### src/core/mffc_pkg.sv
// Notes on behaviour
// - preamble up to seven 0x55 octets
// - one 0xD5 delimiter starts the frame
// - six-octet addresses, low byte first
// - length/type: 1536 or more is type
// - frame ends with four-octet CRC
// - no gigabit half-duplex carrier extension
// - VLAN tag 0x8100 plus two info bytes
// - accept tagged frames up to 1522 bytes
// - stacked VLAN adds eight tag bytes
// - crc forward 6, nolen 24, discard 26
// - pause forward 7, ignore 8, xoff 22
// - address insert 9, select bits 16-18
// - half duplex 10, collisions 11, 12
// - soft reset 13, counter clear 31
// - multicast hash choice at bit 14
// - local loopback enable at bit 15
// - magic 19, sleep 20, wakeup 21
// - control frame 23, ten megabit 25
// - tx skip crc 17, tx shift 18
// - rx two-byte shift at bit 25
// - low control bits zero to five
package mffc_pkg;
    // register indices and byte addresses
    localparam logic [7:0] MFFC_IDX_CTRL = 8'h02;
    localparam logic [7:0] MFFC_IDX_TXFC = 8'h3a;
    localparam logic [7:0] MFFC_IDX_RXFC = 8'h3b;
    localparam logic [7:0] MFFC_IDX_STAT = 8'h3c;
    localparam logic [9:0] MFFC_ADDR_CTRL = {MFFC_IDX_CTRL, 2'b00};
    localparam logic [9:0] MFFC_ADDR_TXFC = {MFFC_IDX_TXFC, 2'b00};
    localparam logic [9:0] MFFC_ADDR_RXFC = {MFFC_IDX_RXFC, 2'b00};
    localparam logic [9:0] MFFC_ADDR_STAT = {MFFC_IDX_STAT, 2'b00};
    // control word bit positions
    localparam int MFFC_B_TX_ON = 0;
    localparam int MFFC_B_RX_ON = 1;
    localparam int MFFC_B_XON = 2;
    localparam int MFFC_B_GIG = 3;
    localparam int MFFC_B_ALL_ADDR = 4;
    localparam int MFFC_B_PAD = 5;
    localparam int MFFC_B_CHECK_SEQUENCE_FORWARDING = 6;
    localparam int MFFC_B_FLOW_FWD = 7;
    localparam int MFFC_B_FLOW_IGN = 8;
    localparam int MFFC_B_SRC_INS = 9;
    localparam int MFFC_B_HD_ON = 10;
    localparam int MFFC_B_EXC_COL = 11;
    localparam int MFFC_B_LATE_COL = 12;
    localparam int MFFC_B_SOFT_RST = 13;
    localparam int MFFC_B_MHASH = 14;
    localparam int MFFC_B_LOOP = 15;
    localparam int MFFC_B_SRC_SEL = 16;
    localparam int MFFC_B_MAGIC = 19;
    localparam int MFFC_B_SLEEP = 20;
    localparam int MFFC_B_WAKE = 21;
    localparam int MFFC_B_XOFF = 22;
    localparam int MFFC_B_CTL_FRM = 23;
    localparam int MFFC_B_NO_LEN = 24;
    localparam int MFFC_B_TEN_MB = 25;
    localparam int MFFC_B_ERR_DISC = 26;
    localparam int MFFC_B_CNT_CLR = 31;
    localparam int MFFC_B_TX_SKIP_CRC = 17;
    localparam int MFFC_B_TX_SHIFT = 18;
    localparam int MFFC_B_RX_SHIFT = 25;
    localparam logic [31:0] MFFC_CTRL_RST = 32'h0000_0000;
    localparam logic [31:0] MFFC_TXFC_RST = 32'h0000_0000;
    localparam logic [31:0] MFFC_RXFC_RST = 32'h0000_0000;
    // writable masks; status-like bits are read only
    localparam logic [31:0] MFFC_CTRL_WMASK = 32'h87ff_e7ff;
    localparam logic [31:0] MFFC_TXFC_WMASK = 32'h0006_0000;
    localparam logic [31:0] MFFC_RXFC_WMASK = 32'h0200_0000;
    // frame constants
    localparam logic [7:0] MFFC_PREAMBLE = 8'h55;
    localparam logic [7:0] MFFC_SFD = 8'hd5;
    localparam logic [3:0] MFFC_PRE_MAX = 4'h7;
    localparam logic [15:0] MFFC_TYPE_MIN = 16'h0600;
    localparam logic [15:0] MFFC_VLAN_TPID = 16'h8100;
    localparam logic [15:0] MFFC_MAX_TAGGED = 16'h05f2;
    localparam logic [15:0] MFFC_MAX_STACKED = 16'h05f6;
    localparam logic [15:0] MFFC_MAX_BASIC = 16'h05ee;
    localparam logic [31:0] MFFC_CRC_POLY = 32'hedb8_8320;
    localparam logic [31:0] MFFC_CRC_INIT = 32'hffff_ffff;
    localparam logic [31:0] MFFC_CRC_RESID = 32'hdebb_20e3;
    localparam logic [3:0] MFFC_ADDR_OCT = 4'h6;
    // register bus request
    typedef struct packed {
        logic [9:0] addr;
        logic [31:0] wdata;
        logic wr;
        logic rd;
    } mffc_bus_t;
    // one received frame verdict
    typedef struct packed {
        logic good;
        logic crc_err;
        logic len_err;
        logic vlan;
        logic stacked;
        logic is_type;
        logic [15:0] len_type;
    } mffc_rxres_t;
endpackage : mffc_pkg

### src/core/mffc_rx.sv
`timescale 1ns/1ps
// receive frame parser on a GMII-style byte stream, plus registers
module mffc_rx
    import mffc_pkg::*;
(
    input wire logic clk_sys_in,
    input wire logic rst_b_in,
    input wire mffc_bus_t bus_in,
    output logic [31:0] rdata_out,
    input wire logic [7:0] rxd_in,
    input wire logic rx_dv_in,
    input wire logic rx_er_in,
    output logic [7:0] data_out,
    output logic data_valid_out,
    output logic frame_done_out,
    output mffc_rxres_t result_out,
    output logic [31:0] ctrl_out,
    output logic [31:0] txfc_out,
    output logic [31:0] rxfc_out
);

    ////////////////////////////////////////////////////////////////////////
    // pin synchroniser: three stages, a valid-line change counts when 2 and 3 agree
    logic [9:0] s1_reg, s2_reg, s3_reg, pin_reg;
    always_ff @(posedge clk_sys_in) begin
        if (!rst_b_in) begin
            s1_reg <= 10'h000;
            s2_reg <= 10'h000;
            s3_reg <= 10'h000;
        end else begin
            s1_reg <= {rx_er_in, rx_dv_in, rxd_in};
            s2_reg <= s1_reg;
            s3_reg <= s2_reg;
        end
    end
    // bytes change every clock, so only the valid line waits for stages
    // 2 and 3 to agree; data and error follow stage 3 to stay aligned
    always_ff @(posedge clk_sys_in) begin
        if (!rst_b_in) begin
            pin_reg <= 10'h000;
        end else begin
            pin_reg[7:0] <= s3_reg[7:0];
            pin_reg[9] <= s3_reg[9];
            if (s2_reg[8] == s3_reg[8]) begin
                pin_reg[8] <= s3_reg[8];
            end
        end
    end
    logic [7:0] b;
    logic dv, er;
    assign b = pin_reg[7:0];
    assign dv = pin_reg[8];
    assign er = pin_reg[9];

    ////////////////////////////////////////////////////////////////////////
    // registers
    logic [31:0] ctrl_reg, txfc_reg, rxfc_reg;
    logic [31:0] rdata_reg;
    logic exc_col_reg, late_col_reg;
    logic [15:0] good_cnt_reg, bad_cnt_reg;
    logic soft_rst;
    assign soft_rst = ctrl_reg[MFFC_B_SOFT_RST];

    // control word; soft reset and counter clear self-clear
    // fixed bit map of the word
    always_ff @(posedge clk_sys_in) begin
        if (!rst_b_in) begin
            ctrl_reg <= MFFC_CTRL_RST;
        end else if (bus_in.wr && bus_in.addr == MFFC_ADDR_CTRL) begin
            ctrl_reg <= bus_in.wdata & MFFC_CTRL_WMASK;
        end else begin
            ctrl_reg[MFFC_B_SOFT_RST] <= 1'b0;
            ctrl_reg[MFFC_B_CNT_CLR] <= 1'b0;
            if (soft_rst) begin
                // soft reset drops both paths until software re-enables
                ctrl_reg[MFFC_B_TX_ON] <= 1'b0;
                ctrl_reg[MFFC_B_RX_ON] <= 1'b0;
            end
        end
    end
    // frame control registers
    always_ff @(posedge clk_sys_in) begin
        if (!rst_b_in) begin
            txfc_reg <= MFFC_TXFC_RST;
            rxfc_reg <= MFFC_RXFC_RST;
        end else if (bus_in.wr) begin
            if (bus_in.addr == MFFC_ADDR_TXFC) begin
                txfc_reg <= bus_in.wdata & MFFC_TXFC_WMASK;
            end
            if (bus_in.addr == MFFC_ADDR_RXFC) begin
                rxfc_reg <= bus_in.wdata & MFFC_RXFC_WMASK;
            end
        end
    end
    // collision indications are fed by half-duplex logic; none here
    always_ff @(posedge clk_sys_in) begin
        if (!rst_b_in) begin
            exc_col_reg <= 1'b0;
            late_col_reg <= 1'b0;
        end else begin
            exc_col_reg <= 1'b0;
            late_col_reg <= 1'b0;
        end
    end

    ////////////////////////////////////////////////////////////////////////
    // receive parser
    typedef enum {ST_IDLE, ST_PRE, ST_BODY, ST_DROP} mffc_st_t;
    mffc_st_t st_reg;
    logic [3:0] pre_cnt_reg;
    logic [15:0] pos_reg;
    logic [31:0] crc_reg;
    logic [15:0] lt_reg;
    logic vlan_reg, stacked_reg, er_seen_reg;
    logic [31:0] crc_next;
    logic rx_on;
    assign rx_on = ctrl_reg[MFFC_B_RX_ON] && !soft_rst;

    // serial byte update of the reflected CRC-32
    always_comb begin
        crc_next = crc_reg ^ {24'h00_0000, b};
        for (int i = 0; i < 8; i++) begin
            crc_next = crc_next[0] ? ((crc_next >> 1) ^ MFFC_CRC_POLY)
                                   : (crc_next >> 1);
        end
    end

    // state: preamble of 0x55, then 0xD5 opens the frame
    always_ff @(posedge clk_sys_in) begin
        if (!rst_b_in) begin
            st_reg <= ST_IDLE;
            pre_cnt_reg <= 4'h0;
        end else begin
            case (st_reg)
                ST_IDLE: begin
                    if (dv && rx_on && b == MFFC_PREAMBLE) begin
                        st_reg <= ST_PRE;
                        pre_cnt_reg <= 4'h1;
                    end else if (dv && rx_on) begin
                        st_reg <= ST_DROP;
                    end
                end
                ST_PRE: begin
                    if (!dv) begin
                        st_reg <= ST_IDLE;
                    end else if (b == MFFC_SFD) begin
                        st_reg <= ST_BODY;
                    end else if (b == MFFC_PREAMBLE &&
                                 pre_cnt_reg < MFFC_PRE_MAX) begin
                        pre_cnt_reg <= pre_cnt_reg + 4'h1;
                    end else begin
                        st_reg <= ST_DROP;
                    end
                end
                ST_BODY: begin
                    // no carrier extension: frame ends with dv low
                    if (!dv) begin
                        st_reg <= ST_IDLE;
                    end
                end
                ST_DROP: begin
                    if (!dv) begin
                        st_reg <= ST_IDLE;
                    end
                end
                default: st_reg <= ST_IDLE;
            endcase
        end
    end

    // field capture by byte position within the frame
    always_ff @(posedge clk_sys_in) begin
        if (!rst_b_in) begin
            pos_reg <= 16'h0000;
            crc_reg <= MFFC_CRC_INIT;
            lt_reg <= 16'h0000;
            vlan_reg <= 1'b0;
            stacked_reg <= 1'b0;
            er_seen_reg <= 1'b0;
        end else if (st_reg != ST_BODY) begin
            pos_reg <= 16'h0000;
            crc_reg <= MFFC_CRC_INIT;
            vlan_reg <= 1'b0;
            stacked_reg <= 1'b0;
            er_seen_reg <= 1'b0;
        end else if (dv) begin
            if (pos_reg != 16'hffff) begin
                pos_reg <= pos_reg + 16'h0001;
            end
            crc_reg <= crc_next;
            if (er) begin
                er_seen_reg <= 1'b1;
            end
            // addresses occupy 0..11, low byte first
            // length/type after them, high byte first
            // later slots only once a tag was seen, else payload
            // bytes would overwrite the client length/type
            if (pos_reg == 16'h000c || (pos_reg == 16'h0010 && vlan_reg) ||
                (pos_reg == 16'h0014 && stacked_reg)) begin
                lt_reg[15:8] <= b;
            end
            if (pos_reg == 16'h000d || (pos_reg == 16'h0011 && vlan_reg) ||
                (pos_reg == 16'h0015 && stacked_reg)) begin
                lt_reg[7:0] <= b;
            end
            // tag recognised: client field sits four bytes later
            if (pos_reg == 16'h000e && lt_reg == MFFC_VLAN_TPID) begin
                vlan_reg <= 1'b1;
            end
            if (pos_reg == 16'h0012 && vlan_reg &&
                lt_reg == MFFC_VLAN_TPID) begin
                stacked_reg <= 1'b1;
            end
        end
    end

    // frame verdict at end of frame
    logic [15:0] max_len;
    logic done_reg, good_reg, crc_err_reg, len_err_reg;
    logic [15:0] res_lt_reg;
    logic res_vlan_reg, res_stk_reg, res_type_reg;
    assign max_len = stacked_reg ? MFFC_MAX_STACKED :
                     vlan_reg ? MFFC_MAX_TAGGED : MFFC_MAX_BASIC;
    always_ff @(posedge clk_sys_in) begin
        if (!rst_b_in) begin
            done_reg <= 1'b0;
            good_reg <= 1'b0;
            crc_err_reg <= 1'b0;
            len_err_reg <= 1'b0;
            res_lt_reg <= 16'h0000;
            res_vlan_reg <= 1'b0;
            res_stk_reg <= 1'b0;
            res_type_reg <= 1'b0;
        end else begin
            done_reg <= (st_reg == ST_BODY) && !dv;
            if ((st_reg == ST_BODY) && !dv) begin
                crc_err_reg <= (crc_reg != MFFC_CRC_RESID);
                // length check against tag-dependent ceiling
                len_err_reg <= !ctrl_reg[MFFC_B_NO_LEN] &&
                               (pos_reg > max_len || pos_reg < 16'h0012);
                good_reg <= (crc_reg == MFFC_CRC_RESID) && !er_seen_reg &&
                            (ctrl_reg[MFFC_B_NO_LEN] ||
                             (pos_reg <= max_len && pos_reg >= 16'h0012));
                res_lt_reg <= lt_reg;
                res_vlan_reg <= vlan_reg;
                res_stk_reg <= stacked_reg;
                res_type_reg <= (lt_reg >= MFFC_TYPE_MIN);
            end
        end
    end

    // statistics counters, cleared by the counter-clear bit
    always_ff @(posedge clk_sys_in) begin
        if (!rst_b_in) begin
            good_cnt_reg <= 16'h0000;
            bad_cnt_reg <= 16'h0000;
        end else if (ctrl_reg[MFFC_B_CNT_CLR] || soft_rst) begin
            good_cnt_reg <= 16'h0000;
            bad_cnt_reg <= 16'h0000;
        end else if (done_reg) begin
            if (good_reg) begin
                good_cnt_reg <= good_cnt_reg + 16'h0001;
            end else begin
                bad_cnt_reg <= bad_cnt_reg + 16'h0001;
            end
        end
    end

    // data stream out; trailing crc held back unless forwarding
    logic [7:0] d1_reg, d2_reg, d3_reg, d4_reg, dout_reg;
    logic dval_reg;
    always_ff @(posedge clk_sys_in) begin
        if (!rst_b_in) begin
            d1_reg <= 8'h00;
            d2_reg <= 8'h00;
            d3_reg <= 8'h00;
            d4_reg <= 8'h00;
            dout_reg <= 8'h00;
            dval_reg <= 1'b0;
        end else begin
            if (st_reg == ST_BODY && dv) begin
                d1_reg <= b;
                d2_reg <= d1_reg;
                d3_reg <= d2_reg;
                d4_reg <= d3_reg;
            end
            // four-byte delay drops the check sequence
            if (ctrl_reg[MFFC_B_CHECK_SEQUENCE_FORWARDING]) begin
                dout_reg <= b;
                dval_reg <= (st_reg == ST_BODY) && dv;
            end else begin
                dout_reg <= d4_reg;
                dval_reg <= (st_reg == ST_BODY) && dv &&
                            (pos_reg >= 16'h0004);
            end
        end
    end

    // read data one cycle after the strobe; unmapped reads zero
    always_ff @(posedge clk_sys_in) begin
        if (!rst_b_in) begin
            rdata_reg <= 32'h0000_0000;
        end else if (bus_in.rd) begin
            case (bus_in.addr)
                MFFC_ADDR_CTRL: rdata_reg <= ctrl_reg |
                    ({31'h0000_0000, exc_col_reg} << MFFC_B_EXC_COL) |
                    ({31'h0000_0000, late_col_reg} << MFFC_B_LATE_COL);
                MFFC_ADDR_TXFC: rdata_reg <= txfc_reg;
                MFFC_ADDR_RXFC: rdata_reg <= rxfc_reg;
                MFFC_ADDR_STAT: rdata_reg <= {bad_cnt_reg, good_cnt_reg};
                default: rdata_reg <= 32'h0000_0000;
            endcase
        end else begin
            rdata_reg <= 32'h0000_0000;
        end
    end

    assign rdata_out = rdata_reg;
    assign data_out = dout_reg;
    assign data_valid_out = dval_reg;
    assign frame_done_out = done_reg;
    assign ctrl_out = ctrl_reg;
    assign txfc_out = txfc_reg;
    assign rxfc_out = rxfc_reg;
    // type when at least 0x600
    assign result_out = '{good: good_reg, crc_err: crc_err_reg,
                          len_err: len_err_reg, vlan: res_vlan_reg,
                          stacked: res_stk_reg,
                          is_type: res_type_reg,
                          len_type: res_lt_reg};

    ////////////////////////////////////////////////////////////////////////
    // assertions
    property p_sfd_opens;
        @(posedge clk_sys_in) disable iff (!rst_b_in)
        (st_reg == ST_PRE && dv && b == MFFC_SFD) |=> st_reg == ST_BODY;
    endproperty
    a_sfd_opens: assert property (p_sfd_opens)
        else $error("sfd did not open frame");
    property p_pre_limit;
        @(posedge clk_sys_in) disable iff (!rst_b_in)
        st_reg == ST_PRE |-> pre_cnt_reg <= MFFC_PRE_MAX;
    endproperty
    a_pre_limit: assert property (p_pre_limit)
        else $error("preamble too long");
    property p_soft_clear;
        @(posedge clk_sys_in) disable iff (!rst_b_in)
        (soft_rst && !bus_in.wr) |=> !soft_rst && !ctrl_reg[MFFC_B_RX_ON];
    endproperty
    a_soft_clear: assert property (p_soft_clear)
        else $error("soft reset did not clear");
    property p_cnt_clear;
        @(posedge clk_sys_in) disable iff (!rst_b_in)
        ctrl_reg[MFFC_B_CNT_CLR] |=> good_cnt_reg == 16'h0000;
    endproperty
    a_cnt_clear: assert property (p_cnt_clear)
        else $error("counter clear failed");
    property p_ctrl_write;
        @(posedge clk_sys_in) disable iff (!rst_b_in)
        (bus_in.wr && bus_in.addr == MFFC_ADDR_CTRL) |=>
        ctrl_reg[MFFC_B_LOOP] == $past(bus_in.wdata[MFFC_B_LOOP]);
    endproperty
    a_ctrl_write: assert property (p_ctrl_write)
        else $error("loopback bit not stored");
    property p_rx_shift;
        @(posedge clk_sys_in) disable iff (!rst_b_in)
        (bus_in.wr && bus_in.addr == MFFC_ADDR_RXFC) |=>
        rxfc_reg == ($past(bus_in.wdata) & MFFC_RXFC_WMASK);
    endproperty
    a_rx_shift: assert property (p_rx_shift)
        else $error("rx frame control wrong");
    property p_read_lat;
        @(posedge clk_sys_in) disable iff (!rst_b_in)
        (bus_in.rd && bus_in.addr == MFFC_ADDR_TXFC) |=>
        rdata_reg == txfc_reg;
    endproperty
    a_read_lat: assert property (p_read_lat)
        else $error("tx frame control readback");
    property p_stack_vlan;
        @(posedge clk_sys_in) disable iff (!rst_b_in)
        stacked_reg |-> vlan_reg;
    endproperty
    a_stack_vlan: assert property (p_stack_vlan)
        else $error("stacked without vlan");
    property p_done_pulse;
        @(posedge clk_sys_in) disable iff (!rst_b_in)
        done_reg |=> !done_reg;
    endproperty
    a_done_pulse: assert property (p_done_pulse)
        else $error("frame done held");

endmodule : mffc_rx

### config.mk
export PLATFORM = sky130hd
export DESIGN_NAME = mffc_rx
export DESIGN_NICKNAME = d
export VERILOG_FILES = /design/src/core/mffc_pkg.sv /design/src/core/mffc_rx.sv
export SDC_FILE = /design/constraint.sdc
export NUM_CORES = 1
export LEC_CHECK = 0
export BUFFER_PORTS_ARGS = -buffer_cell sky130_fd_sc_hd__buf_2
export CORE_ASPECT_RATIO = 0.5
export CORE_MARGIN = 1.5
export CORE_UTILIZATION = 50
export CTS_BUF_LIST = sky130_fd_sc_hd__clkbuf_2
export CTS_CLUSTER_DIAMETER = 120
export DETAILED_ROUTE_END_ITERATION = 6
export PLACE_DENSITY = 0.73
export SETUP_SLACK_MARGIN = 0.15
export SYNTH_ARGS = -nofsm -noshare
export SYNTH_HDL_FRONTEND = slang
export SYNTH_SLANG_ARGS = --single-unit
### constraint.sdc
create_clock -name clk_sys_in -period 6.9 [get_ports clk_sys_in]
set_input_delay 1.38 -clock clk_sys_in [delete_from_list [all_inputs] [get_ports clk_sys_in]]
set_output_delay 1.38 -clock clk_sys_in [all_outputs]
set_load 0.05 [all_outputs]
==> results.rst, run 1 <==
.. list-table::
   :header-rows: 1

   * - Metric
     - Value
   * - Netlist area before placement
     - between 10000 and 15000 sq um
   * - CTS Root Cell
     - clkbuf_2
   * - Final global-route overflow total
     - 0
   * - Final Skew
     - 51.5 ps
   * - Total number of vias
     - 8651
   * - Maximum buffer depth of the clock tree
     - 3
   * - Global placer's final weighted congestion
     - between 0.8 and 0.9
   * - Top cell family by delay on the critical path
     - simple AND/OR/NAND/NOR gates
   * - RSZ-0062 raised after global routing
     - false
   * - Maximum clock frequency
     - approximately 260 MHz
   * - 1st-pass router iterations
     - 7
   * - GR Util All Layers
     - 20.4%
   * - Min cycle time layout
     - about 3800 ps
   * - Largest fanout on the critical path
     - 29
   * - Vias in the first global route
     - 8244
   * - Estimated wirelength of the detail-placed design
     - between 15 and 20 mm
   * - WL final
     - 24.5 mm
   * - Flop and latch count out of synthesis
     - 270
   * - Wire length of the first global-routing pass
     - between 30 and 40 mm
   * - Final ANT Viol Nets
     - 0
   * - Outcome
     - finished clean
   * - Number of gates resized after cts
     - 0
   * - Clock insertion delay at the later pin of the skew report
     - between 800 and 900 ps
   * - Setup crit start
     - bus_in[35]
   * - LEAKAGE
     - 0.00523 uW
   * - Cell area after placement
     - 11900 sq um
   * - Number of maximum-capacitance violations
     - 0
   * - Crit path capture type
     - flip-flop
   * - Post-CTS setup-driven buffer insertion count
     - 0
   * - Flip-flop cell with the highest count after synthesis
     - dfxtp_1
   * - Portion of the post-synthesis area used by sequential elements
     - 47.8%
   * - Hold path start
     - s1_reg[1]
   * - Number of different library cells in the post-synthesis netlist
     - 59
   * - Sum of internal, switching and leakage power
     - approximately 2700 uW
   * - Required arrival time at the worst endpoint
     - 7670 ps
   * - Clock tree from TritonCTS
     - built
   * - Initial DRC count
     - between 500 and 600
   * - Floorplan core area
     - 21900 sq um
   * - Cts-stage hold buffer count
     - 0
   * - Final net count
     - 1453
   * - Die boundary height
     - approximately 110 microns
   * - Power per cell area
     - 218 nW/um^2
   * - DR vias/cell
     - between 4 and 5
   * - Clock-pin slew reported for the worst setup and hold paths after clock tree synthesis
     - 110 ps
   * - Worst slew margin relative to its limit
     - a little over a fifth
   * - Die area
     - 23600 sq um
   * - Beginning of the worst register-to-register path
     - pin_reg[8]
   * - Core Rows
     - 38
   * - Type of the worst min-delay path
     - reg -> reg
   * - Cells along the critical path
     - buf_2 > or4_1 > nor2_1 > and4b_1 > nand2_1 > nand3b_1 > a21boi_1
   * - WL/cell
     - 14.1 microns
   * - Count of buffering cells on the critical path with inverters included
     - 1
   * - Period utilization
     - 55.5%
   * - Slowest cell on the critical path
     - and4b_1
   * - Sum of negative setup slack
     - 0 ps
   * - Count of port buffers added during placement
     - 142
   * - Pin count of the biggest net entering global routing
     - approximately 120
   * - Final instance area
     - 12400 sq um
   * - Initial cell density of the core
     - 51.6%
   * - Syn. warnings
     - 0
   * - Largest voltage drop on the vdd net
     - 0.126 mV
   * - Number of enable-type register cells in the synthesized netlist
     - 0
   * - Total inserted antenna cells
     - 0
   * - Final max-slew violation count
     - 0
   * - Final routed DRC violation total
     - 0
   * - Cts bufs inserted
     - 59
   * - Horizontal die dimension
     - 216 microns
   * - Biggest cell delay along the critical path
     - 1000 ps
   * - CTS HTree Levels
     - 2
   * - Top-level port count
     - 216
   * - P&R area growth vs syn
     - 10.1%
   * - Async SR Flop Fraction
     - 0%
   * - Number of antenna violations at the first check in global routing
     - 0
   * - Final number of hold-violating endpoints
     - 0
   * - Avg Synthesized Cell Area
     - 9.05 sq um
   * - Critical path launch point type
     - input port
   * - Final setup violating endpoints
     - 0
   * - Startpoint-to-endpoint class of the critical path
     - in -> reg
   * - Arrival time of data at the critical path endpoint
     - 4600 ps
   * - Number of standard cells after synthesis
     - roughly 1300
   * - Fill cell instance count of the final layout
     - 2008
   * - Slew at the pin closest to its max-slew limit
     - approximately 1200 ps
   * - Share of cells above drive strength 1
     - 18.1%
   * - Number of clock sinks
     - 270
[per-layer routing]
| metal | GRT usage, % | vias to the layer above | wire length, microns |
|---|---|---|---|
| met4 | 7.94 | 0 | 486 |
| li1 | - | 4327 | - |
| met1 | 25.7 | 4026 | 11100 |
| met2 | 34.0 | 257 | 11300 |
| met3 | 5.20 | 41 | 1610 |
| met5 | 0 | - | 0 |
[kinds of logic (layout without fill, tap and decap cells)]
| group | count (synthesis) | count (layout) | share of synthesized area [%] |
|---|---|---|---|
| AOI/OAI and AO/OA | 179 | 179 | 10.4 |
| xor gates and xnor gates | 106 | 106 | 9.19 |
| adders and majority gates | 10 | 10 | 1.11 |
| buffers and inverters | 145 | 260 | 7.25 |
| DFF | 270 | 270 | 47.8 |
| muxes | 35 | 35 | 3.10 |
| other | 1 | 67 | 0.0332 |
| and+or+nand+nor | 504 | 504 | 21.1 |
[layout by cell type (no fill, tap or decap), types with 3 or more instances in the layout]
cell type	netlist	routed
conb_1	1	67
or4_1	4	4
and4b_1	3	3
nor2b_1	37	37
nor3_1	13	12
nand3_1	21	21
clkinv_1	0	9
or3_1	10	10
a22oi_1	24	24
inv_1	10	10
nand4b_1	4	4
a21boi_1	27	27
a21oi_1	48	48
o21ai_0	17	17
o21ai_1	18	18
clkbuf_2	0	93
xnor2_2	7	7
dfxtp_1	270	269
nor4_1	6	6
nand2_1	191	191
mux2i_1	35	35
and3_1	12	12
buf_2	1	141
a21boi_0	19	19
and4_1	3	3
nand4_1	13	13
ha_1	10	10
xor2_1	41	41
a41oi_1	3	3
xnor2_1	54	54
and2_1	51	51
nor2_1	123	123
buf_4	73	4
[through the flow]
step / cells / hold WS, ps / setup WS, ps / utilization, %
5_1_grt: 1731 / 402 / 2970 / 56.8
6_report: 1731 / 421 / 3070 / 56.8
4_1_cts: 1731 / 413 / 3100 / 56.8
2_1_floorplan: 1316 / 412 / 3760 / -
3_3_place_gp: 1626 / 415 / 2240 / 54.3
3_5_place_dp: 1626 / 417 / 2140 / 54.3
[area by class of cell]
cell class / instances / area [sq um] / area share [%]
tap: 300 / 375 / 3.02
timing repair buffer: 145 / 736 / 5.91
clock inverter: 12 / 72.6 / 0.583
clock buffer: 93 / 465 / 3.74
multi-input combinational: 901 / 5350 / 43.0
inverter: 10 / 37.5 / 0.302
sequential: 270 / 5410 / 43.4
[report_power, final]
| group | switching, uW | total [uW] | internal, uW |
|---|---|---|---|
| sequential | 4.10 | 1570 | 1570 |
| combinational | 116 | 148 | 32.6 |
| clock | 609 | 999 | 389 |
| total | 729 | 2720 | 1990 |
[cells in the mapped netlist (3+ instances only)]
cell | count | area share, %
a22oi_1 | 24 | 1.6
ha_1 | 10 | 1.1
buf_4 | 73 | 4.8
a21boi_1 | 27 | 1.8
nand4b_1 | 4 | 0.31
and3_1 | 12 | 0.66
or4_1 | 4 | 0.27
nand4_1 | 13 | 0.72
o21ai_1 | 18 | 0.80
nor2_1 | 123 | 4.1
xor2_1 | 41 | 3.2
and4b_1 | 3 | 0.27
nor4_1 | 6 | 0.33
a21boi_0 | 19 | 1.3
a21oi_1 | 48 | 2.1
nor2b_1 | 37 | 2.0
dfxtp_1 | 270 | 48
buf_1 | 7 | 0.23
a41oi_1 | 3 | 0.23
inv_1 | 10 | 0.33
nand2_1 | 191 | 6.3
nor3_1 | 13 | 0.58
mux2i_1 | 35 | 3.1
xnor2_2 | 7 | 1.0
xnor2_1 | 54 | 4.2
and4_1 | 3 | 0.23
o21ai_0 | 17 | 0.75
nand3_1 | 21 | 0.93
and2_1 | 51 | 2.8
clkbuf_1 | 54 | 1.8
or3_1 | 10 | 0.55
[worst paths after layout]
kind                       to  slack (ps)  cells past startpoint
setup / recovery  ctrl_out[0]        3070                      7
hold / removal      s2_reg[1]         420                      1
setup reg to reg     good_reg        3910                      6
hold reg to reg     s2_reg[1]         420                      1
No activity file was read; power rests on OpenSTA's default activity.
==> inputs of run 2 (changes only) <==
Settings changed: ABC_AREA from default to 1.
Clock period 6.9 ns to 3.7 ns, I/O delays scaled along.
==> run 2 against run 1 <==
Against the previous run: clock-buffer cell count is 9 lower; clock power is 83% higher; sequential power is 90% higher; clock skew is 13 ps higher; worst hold slack worse by 340 ps; critical path depth is 5 higher; highest routed layer unchanged; worst setup slack worse by 2300 ps; routed wire length is 17% higher; synthesized cell count is 29% higher; flip-flop and latch count stayed put; synthesized area is 5.5% higher.
==> results.rst, run 2 <==
.. list-table::
   :header-rows: 1

   * - Metric
     - Value
   * - DR vias/cell
     - between 4 and 5
   * - Portion of total power attributed to the clock network
     - between 30% and 40%
   * - Startpoint-to-endpoint class of the critical path
     - reg -> reg
   * - Clock insertion delay at the later pin of the skew report
     - 870 ps
   * - Syn. warnings
     - 0
   * - Flop and latch count out of synthesis
     - 270
   * - Final routed DRC violation total
     - 0
   * - RSZ-0062 raised after global routing
     - false
   * - Horizontal die dimension
     - 221 microns
   * - Critical path capture point
     - crc_reg[14]
   * - Initial DRC count
     - 714
   * - Commonest cells in the netlist
     - nand2_1, dfxtp_1, inv_1, a21oi_1, nor2_1
   * - Slew at the pin closest to its max-slew limit
     - ~1000 ps
   * - Dominant cell type by count on the critical path
     - inv_1
   * - CTS Root Cell
     - clkbuf_2
   * - WL final
     - 28.6 mm
   * - Cells along the critical path
     - inv_1 > nor2_1 > inv_1 > nor2_1 > inv_2 > nor2_1 > buf_4 > inv_1 > a21oi_1 > o21ai_0 > o21ai_1 > inv_1
   * - Leading cell type in the layout, fill and taps excluded
     - nand2_1
   * - Vias in the first global route
     - 9302
   * - Pin count of the biggest net entering global routing
     - 76
   * - Final setup violating endpoints
     - 0
   * - Biggest cell delay along the critical path
     - 640 ps
   * - Portion of the post-synthesis area used by sequential elements
     - roughly 45%
   * - Setup crit start
     - st_reg[1]
   * - Arrival time of data at the critical path endpoint
     - between 3000 and 4000 ps
   * - Global placer's final weighted congestion
     - between 0.9 and 1
   * - Number of logic stages on the critical path including buffering
     - 12
   * - Switching part of the total power
     - a little under a third
   * - Count of port buffers added during placement
     - 142
   * - Final global-route overflow total
     - 0
   * - 1st-pass router iterations
     - 5
   * - Slowest cell on the critical path
     - nor2_1
   * - Cell with the most instances after synthesis
     - nand2_1
   * - Min cycle time layout
     - between 2000 and 3000 ps
   * - Final Skew
     - 64.6 ps
   * - Worst hold slack after final layout
     - 82.8 ps
   * - Netlist area before placement
     - 11900 sq um
   * - Core Rows
     - 39
   * - Type of the worst min-delay path
     - in -> reg
   * - Cell internal pwr
     - 3760 uW
   * - Number of gates resized after cts
     - 0
   * - Power per cell area
     - 414 nW/um^2
   * - Maximum buffer depth of the clock tree
     - 3
   * - Required arrival time at the worst endpoint
     - 4420 ps
   * - Estimated wirelength of the detail-placed design
     - 20.0 mm
   * - Critical path launch point type
     - flip-flop
   * - Number of clock sinks
     - 270
   * - Final number of hold-violating endpoints
     - 0
   * - GR Util All Layers
     - between 20% and 30%
   * - Largest voltage drop on the vdd net
     - about 0.21 mV
   * - WL/cell
     - 13.5 microns
   * - Fill cell instance count of the final layout
     - 2294
   * - Reg-to-Reg End
     - crc_reg[14]
   * - Maximum clock frequency
     - 340 MHz
   * - Hold path start
     - rxd_in[2]
   * - Number of different library cells in the post-synthesis netlist
     - 49
   * - Period utilization
     - around four fifths
   * - Total number of vias
     - 10400
   * - Switch Pwr
     - 1670 uW
   * - Largest fanout on the critical path
     - 19
   * - LEAKAGE
     - 0.00594 uW
   * - Cts bufs inserted
     - a little under 60
   * - Internal reg-to-reg setup slack
     - ~760 ps
   * - Flip-flop cell with the highest count after synthesis
     - dfxtp_1
   * - Sum of negative setup slack
     - 0 ps
   * - Final net count
     - 1835
   * - Area leader, netlist
     - dfxtp_1
   * - Top cell family by delay on the critical path
     - buffers and inverters
   * - Highest-count cells in the layout ignoring fill and taps
     - nand2_1, dfxtp_1, inv_1
   * - Initial cell density of the core
     - about half
   * - Count of buffering cells on the critical path with inverters included
     - 6
   * - Worst slew margin relative to its limit
     - 32.0%
   * - Number of standard cells after synthesis
     - 1615
   * - Beginning of the worst register-to-register path
     - st_reg[1]
   * - Avg Synthesized Cell Area
     - 7.39 sq um
   * - Power share of the combinational group
     - 11.0%
   * - Floorplan core area
     - 23100 sq um
   * - Largest cells by area after synthesis
     - dfxtp_1, nand2_1, inv_1, a21oi_1, o21ai_0
   * - Register area
     - roughly 5400 sq um
   * - Post-CTS setup-driven buffer insertion count
     - 0
   * - Final ANT Viol Nets
     - 0
   * - Die boundary height
     - 112 microns
   * - Cts-stage hold buffer count
     - 1
   * - Number of enable-type register cells in the synthesized netlist
     - 0
   * - Final max-slew violation count
     - 0
   * - Outcome
     - finished clean
   * - Clock-pin slew reported for the worst setup and hold paths after clock tree synthesis
     - 120 ps
   * - Number of antenna violations at the first check in global routing
     - 1
   * - Wire length of the first global-routing pass
     - 46.4 mm
   * - Area share of the largest cell type after synthesis
     - between 40 and 50%
   * - Clock tree from TritonCTS
     - built
   * - Multi-input combinational cell area
     - roughly 5000 sq um
   * - Share of cells above drive strength 1
     - 14.6%
   * - Async SR Flop Fraction
     - 0%
   * - Sequential fraction of design power
     - 55.2%
   * - Top-level port count
     - 216
   * - CTS HTree Levels
     - 2
   * - Die area
     - 24900 sq um
   * - P&R area growth vs syn
     - 9.90%
   * - Depth of the most critical reg-to-reg path
     - 12
   * - Crit path capture type
     - flip-flop
   * - Number of maximum-capacitance violations
     - 0
## run 2: cell count changes in the layout (fill, tap and decap cells not counted), moves of 30 or more
cell	change
inv_1	+219
nand2_1	+132
a21oi_1	+105
o21ai_0	+95
and2_1	-50
xnor2_1	-45
nor2b_1	-37
mux2i_1	-35
nand3_1	+30
## run 2: cell type report
type                            instances  area share, %
Tap cell                              307           2.93
Multi-Input combinational cell       1049           38.9
Sequential cell                       270           41.2
Inverter                              237           6.78
Clock inverter                         22          0.878
Timing Repair Buffer                  152           6.03
Antenna cell                            1         0.0191
Clock buffer                           84           3.21
## run 2: through the flow
step           total power (uW)  area, sq um  cells  utilization [%]  worst slack, ps
2_1_floorplan              3600        12200   1681                -             1750
3_3_place_gp               3650        12600   2014             54.3              620
3_5_place_dp               3650        12600   2014             54.3              558
4_1_cts                    5490        13100   2121             56.7              826
5_1_grt                    5730        13100   2122             56.7              502
6_report                   5420        13100   2122             56.7              760
## run 2: layer usage
metal / GRT usage (%) / up-vias / wire length (microns)
met2: 36.9 / 353 / 12600
met3: 4.66 / 46 / 2230
li1: - / 5357 / -
met1: 31.3 / 4676 / 13300
met5: 0 / - / 0
met4: 6.53 / 0 / 510
## run 2: worst min-delay path by stage
stage	end	slack, ps	cells past startpoint
5_1_grt	ctrl_out[13]	2	3
4_1_cts	s1_reg[1]	6	3
6_report	s1_reg[2]	80	3
3_3_place_gp	pin_reg[7]	390	2
2_1_floorplan	pin_reg[0]	390	2
3_5_place_dp	pin_reg[0]	390	2
## run 2: power by group through the flow
| stage | registers [uW] | logic (uW) | clock network (uW) |
|---|---|---|---|
| after floorplan | 3120 | 476 | 0 |
| after global placement | 3060 | 591 | 0 |
| after detailed placement | 3060 | 592 | 0 |
| after CTS | 2990 | 596 | 1900 |
| after global routing | 3000 | 651 | 2080 |
| final | 2990 | 598 | 1830 |
## run 2: worst min-delay path, stage by stage
cell,delay [ps]
buf_2,70
nand2_1,40
inv_1,40
## run 2: kinds of logic after synthesis
group | count (synthesis) | synth area share [%]
compound gates | 316 | 14.1
xor+xnor | 50 | 3.98
fa+ha+maj | 10 | 1.05
buf+inv | 362 | 14.0
flops | 270 | 45.3
other cells | 1 | 0.0314
simple gates | 606 | 21.6
==> inputs of run 3 (changes only) <==
Clock period 3.7 ns to 3 ns, I/O delays scaled along.
==> run 3 against run 2 <==
Against the previous run: non-clock buffer count up 41; total power rose by 25%; cell area grew 3.0%; global-route usage up 0.66 points; largest power group unchanged; clock power rose by 26%; critical path type unchanged; routed wire length increased by 2.0%; final cell count up 1.7%; register-to-register slack worse by 200 ps.
==> results.rst, run 3 (synthesized netlist as in run 2, its figures left out) <==
.. list-table::
   :header-rows: 1

   * - Metric
     - Value
   * - GR Util All Layers
     - 23.5%
   * - Required arrival time at the worst endpoint
     - 3710 ps
   * - Critical path launch point type
     - flip-flop
   * - Reg-to-Reg End
     - res_lt_reg[4]
   * - Final routed DRC violation total
     - 0
   * - Hold path start
     - bus_in[7]
   * - RSZ-0062 raised after global routing
     - false
   * - Final number of hold-violating endpoints
     - 0
   * - Dominant cell type by count on the critical path
     - inv_1
   * - Crit path capture type
     - flip-flop
   * - Slew at the pin closest to its max-slew limit
     - 993 ps
   * - Initial DRC count
     - 861
   * - Type of the worst min-delay path
     - in -> reg
   * - Cells along the critical path
     - inv_1 > nand2_1 > inv_1 > o21ai_0 > a21oi_1
   * - Initial cell density of the core
     - 51.6%
   * - Worst hold slack after final layout
     - 69.3 ps
   * - Outcome
     - finished clean
   * - LEAKAGE
     - 0.00610 uW
   * - 1st-pass router iterations
     - 5
   * - Horizontal die dimension
     - 221 microns
   * - Top-level port count
     - around 220
   * - Share of cells above drive strength 1
     - 14.1%
   * - Min-Delay Endpoint
     - ctrl_out[5]
   * - Cell internal pwr
     - 4710 uW
   * - Clock tree from TritonCTS
     - built
   * - Core Rows
     - 39
   * - Vias in the first global route
     - 9633
   * - Final global-route overflow total
     - 0
   * - Power share of the combinational group
     - 11.6%
   * - P&R area growth vs syn
     - 13.2%
   * - Clock-pin slew reported for the worst setup and hold paths after clock tree synthesis
     - 100 ps
   * - Total number of vias
     - 10600
   * - Power per cell area
     - 501 nW/um^2
   * - Maximum buffer depth of the clock tree
     - 3
   * - Number of maximum-capacitance violations
     - 0
   * - Wire length of the first global-routing pass
     - 47.6 mm
   * - Leading cell type in the layout, fill and taps excluded
     - nand2_1
   * - Maximum clock frequency
     - 410 MHz
   * - Min cycle time layout
     - 2440 ps
   * - Number of antenna violations at the first check in global routing
     - 1
   * - Final Skew
     - roughly 73 ps
   * - Number of clock sinks
     - 270
   * - Final non-filler cell total
     - approximately 2200
   * - Pin count of the biggest net entering global routing
     - 77
   * - Worst slew margin relative to its limit
     - 33.8%
   * - Final setup violating endpoints
     - 0
   * - Floorplan core area
     - 23100 sq um
   * - Global placer's final weighted congestion
     - 0.896
   * - Die boundary height
     - 112 microns
   * - Instance count after placement with tap cells included
     - ~2000
   * - Sequential fraction of design power
     - 54.5%
   * - Highest-count cells in the layout ignoring fill and taps
     - nand2_1, dfxtp_1, inv_1
   * - Clock insertion delay at the later pin of the skew report
     - 920 ps
   * - CTS HTree Levels
     - 2
   * - Count of port buffers added during placement
     - around 140
   * - Biggest cell delay along the critical path
     - between 600 and 700 ps
   * - WL final
     - 29.2 mm
   * - Sum of negative setup slack
     - 0 ps
   * - Period utilization
     - 81.4%
   * - Worst setup slack before clock tree synthesis
     - 637 ps
   * - Final ANT Viol Nets
     - 0
   * - Switch Pwr
     - ~2100 uW
   * - Estimated wirelength of the detail-placed design
     - 20.1 mm
   * - Arrival time of data at the critical path endpoint
     - 3160 ps
   * - Largest fanout on the critical path
     - 33
   * - Final worst slack
     - 558 ps
   * - Final net count
     - 1875
   * - Depth of the most critical reg-to-reg path
     - 5
   * - Slowest cell on the critical path
     - dfxtp_1
   * - Startpoint-to-endpoint class of the critical path
     - reg -> reg
   * - Cts bufs inserted
     - 58
   * - Portion of total power attributed to the clock network
     - around 34%
   * - DR vias/cell
     - 4.91
   * - CTS Root Cell
     - clkbuf_2
   * - Switching part of the total power
     - 30.4%
   * - Final max-slew violation count
     - 0
   * - WL/cell
     - 13.5 microns
   * - Internal reg-to-reg setup slack
     - 560 ps
   * - Hold path depth
     - 3
   * - Beginning of the worst register-to-register path
     - pin_reg[8]
   * - Die area
     - between 20000 and 25000 sq um
   * - Largest voltage drop on the vdd net
     - 0.262 mV
==> run 3: cell types whose count changed in the layout (fill, tap and decap cells not counted), sizes merged <==
cell	before	now
buf	151	156
bufinv	1	2
clkbuf	84	79
clkinv	23	24
dlygate4sd3	1	37
inv	235	234
==> run 3: layer usage <==
| layer | track usage (%) | vias to the layer above | routed length [microns] |
|---|---|---|---|
| li1 | - | 5446 | - |
| met1 | 31.7 | 4747 | 13600 |
| met2 | 38.0 | 364 | 12800 |
| met3 | 5.13 | 41 | 2310 |
| met4 | 7.26 | 0 | 510 |
| met5 | 0 | - | 0 |
==> run 3: how the worst max path moves through the flow <==
| stage | startpoint | endpoint | slack (ps) | cells past startpoint |
|---|---|---|---|---|
| CTS | good_reg | result_out[21] | 570 | 1 |
| global route | pin_reg[8] | lt_reg[2] | 270 | 7 |
| floorplan | frame_done_out | good_cnt_reg[15] | 1140 | 9 |
| global placement | pin_reg[8] | res_lt_reg[4] | 690 | 5 |
| finish | pin_reg[8] | res_lt_reg[4] | 560 | 5 |
| detailed placement | pin_reg[8] | res_lt_reg[4] | 640 | 5 |
==> run 3: layout make-up <==
class,instances,area [sq um]
multi-input combinational,1049,5110
timing repair buffer,193,1190
antenna,1,2.50
sequential,270,5410
clock buffer,79,395
fill,2212,9620
clock inverter,23,140
inverter,237,890
tap,307,384
==> run 3: worst max-delay path, delay by kind of cell (launching register included) <==
kind            cells  cell delay [ps]
flops               1              680
compound gates      2              400
simple gates        1              350
buf+inv             2              840
==> run 3: repair_timing <==
item,CTS,global route
hold buffers,37,0
gates resized for setup,0,0
buffers inserted,0,0
endpoints found under the hold margin,38,0
==> run 3: per-stage QoR <==
step	instance area [sq um]	utilization (%)	power (uW)
after floorplan	12200	-	4430
after CTS	13500	58.4	6850
after global placement	12600	54.5	4510
after global routing	13500	58.4	7140
after detailed placement	12600	54.5	4510
final	13500	58.4	6770
==> run 3: power by group through the flow <==
| stage | registers, uW | logic (uW) | clock network, uW |
|---|---|---|---|
| 6_report | 3690 | 783 | 2300 |
| 5_1_grt | 3700 | 850 | 2590 |
| 4_1_cts | 3690 | 779 | 2380 |
| 3_5_place_dp | 3770 | 741 | 0 |
| 3_3_place_gp | 3770 | 736 | 0 |
| 2_1_floorplan | 3850 | 587 | 0 |
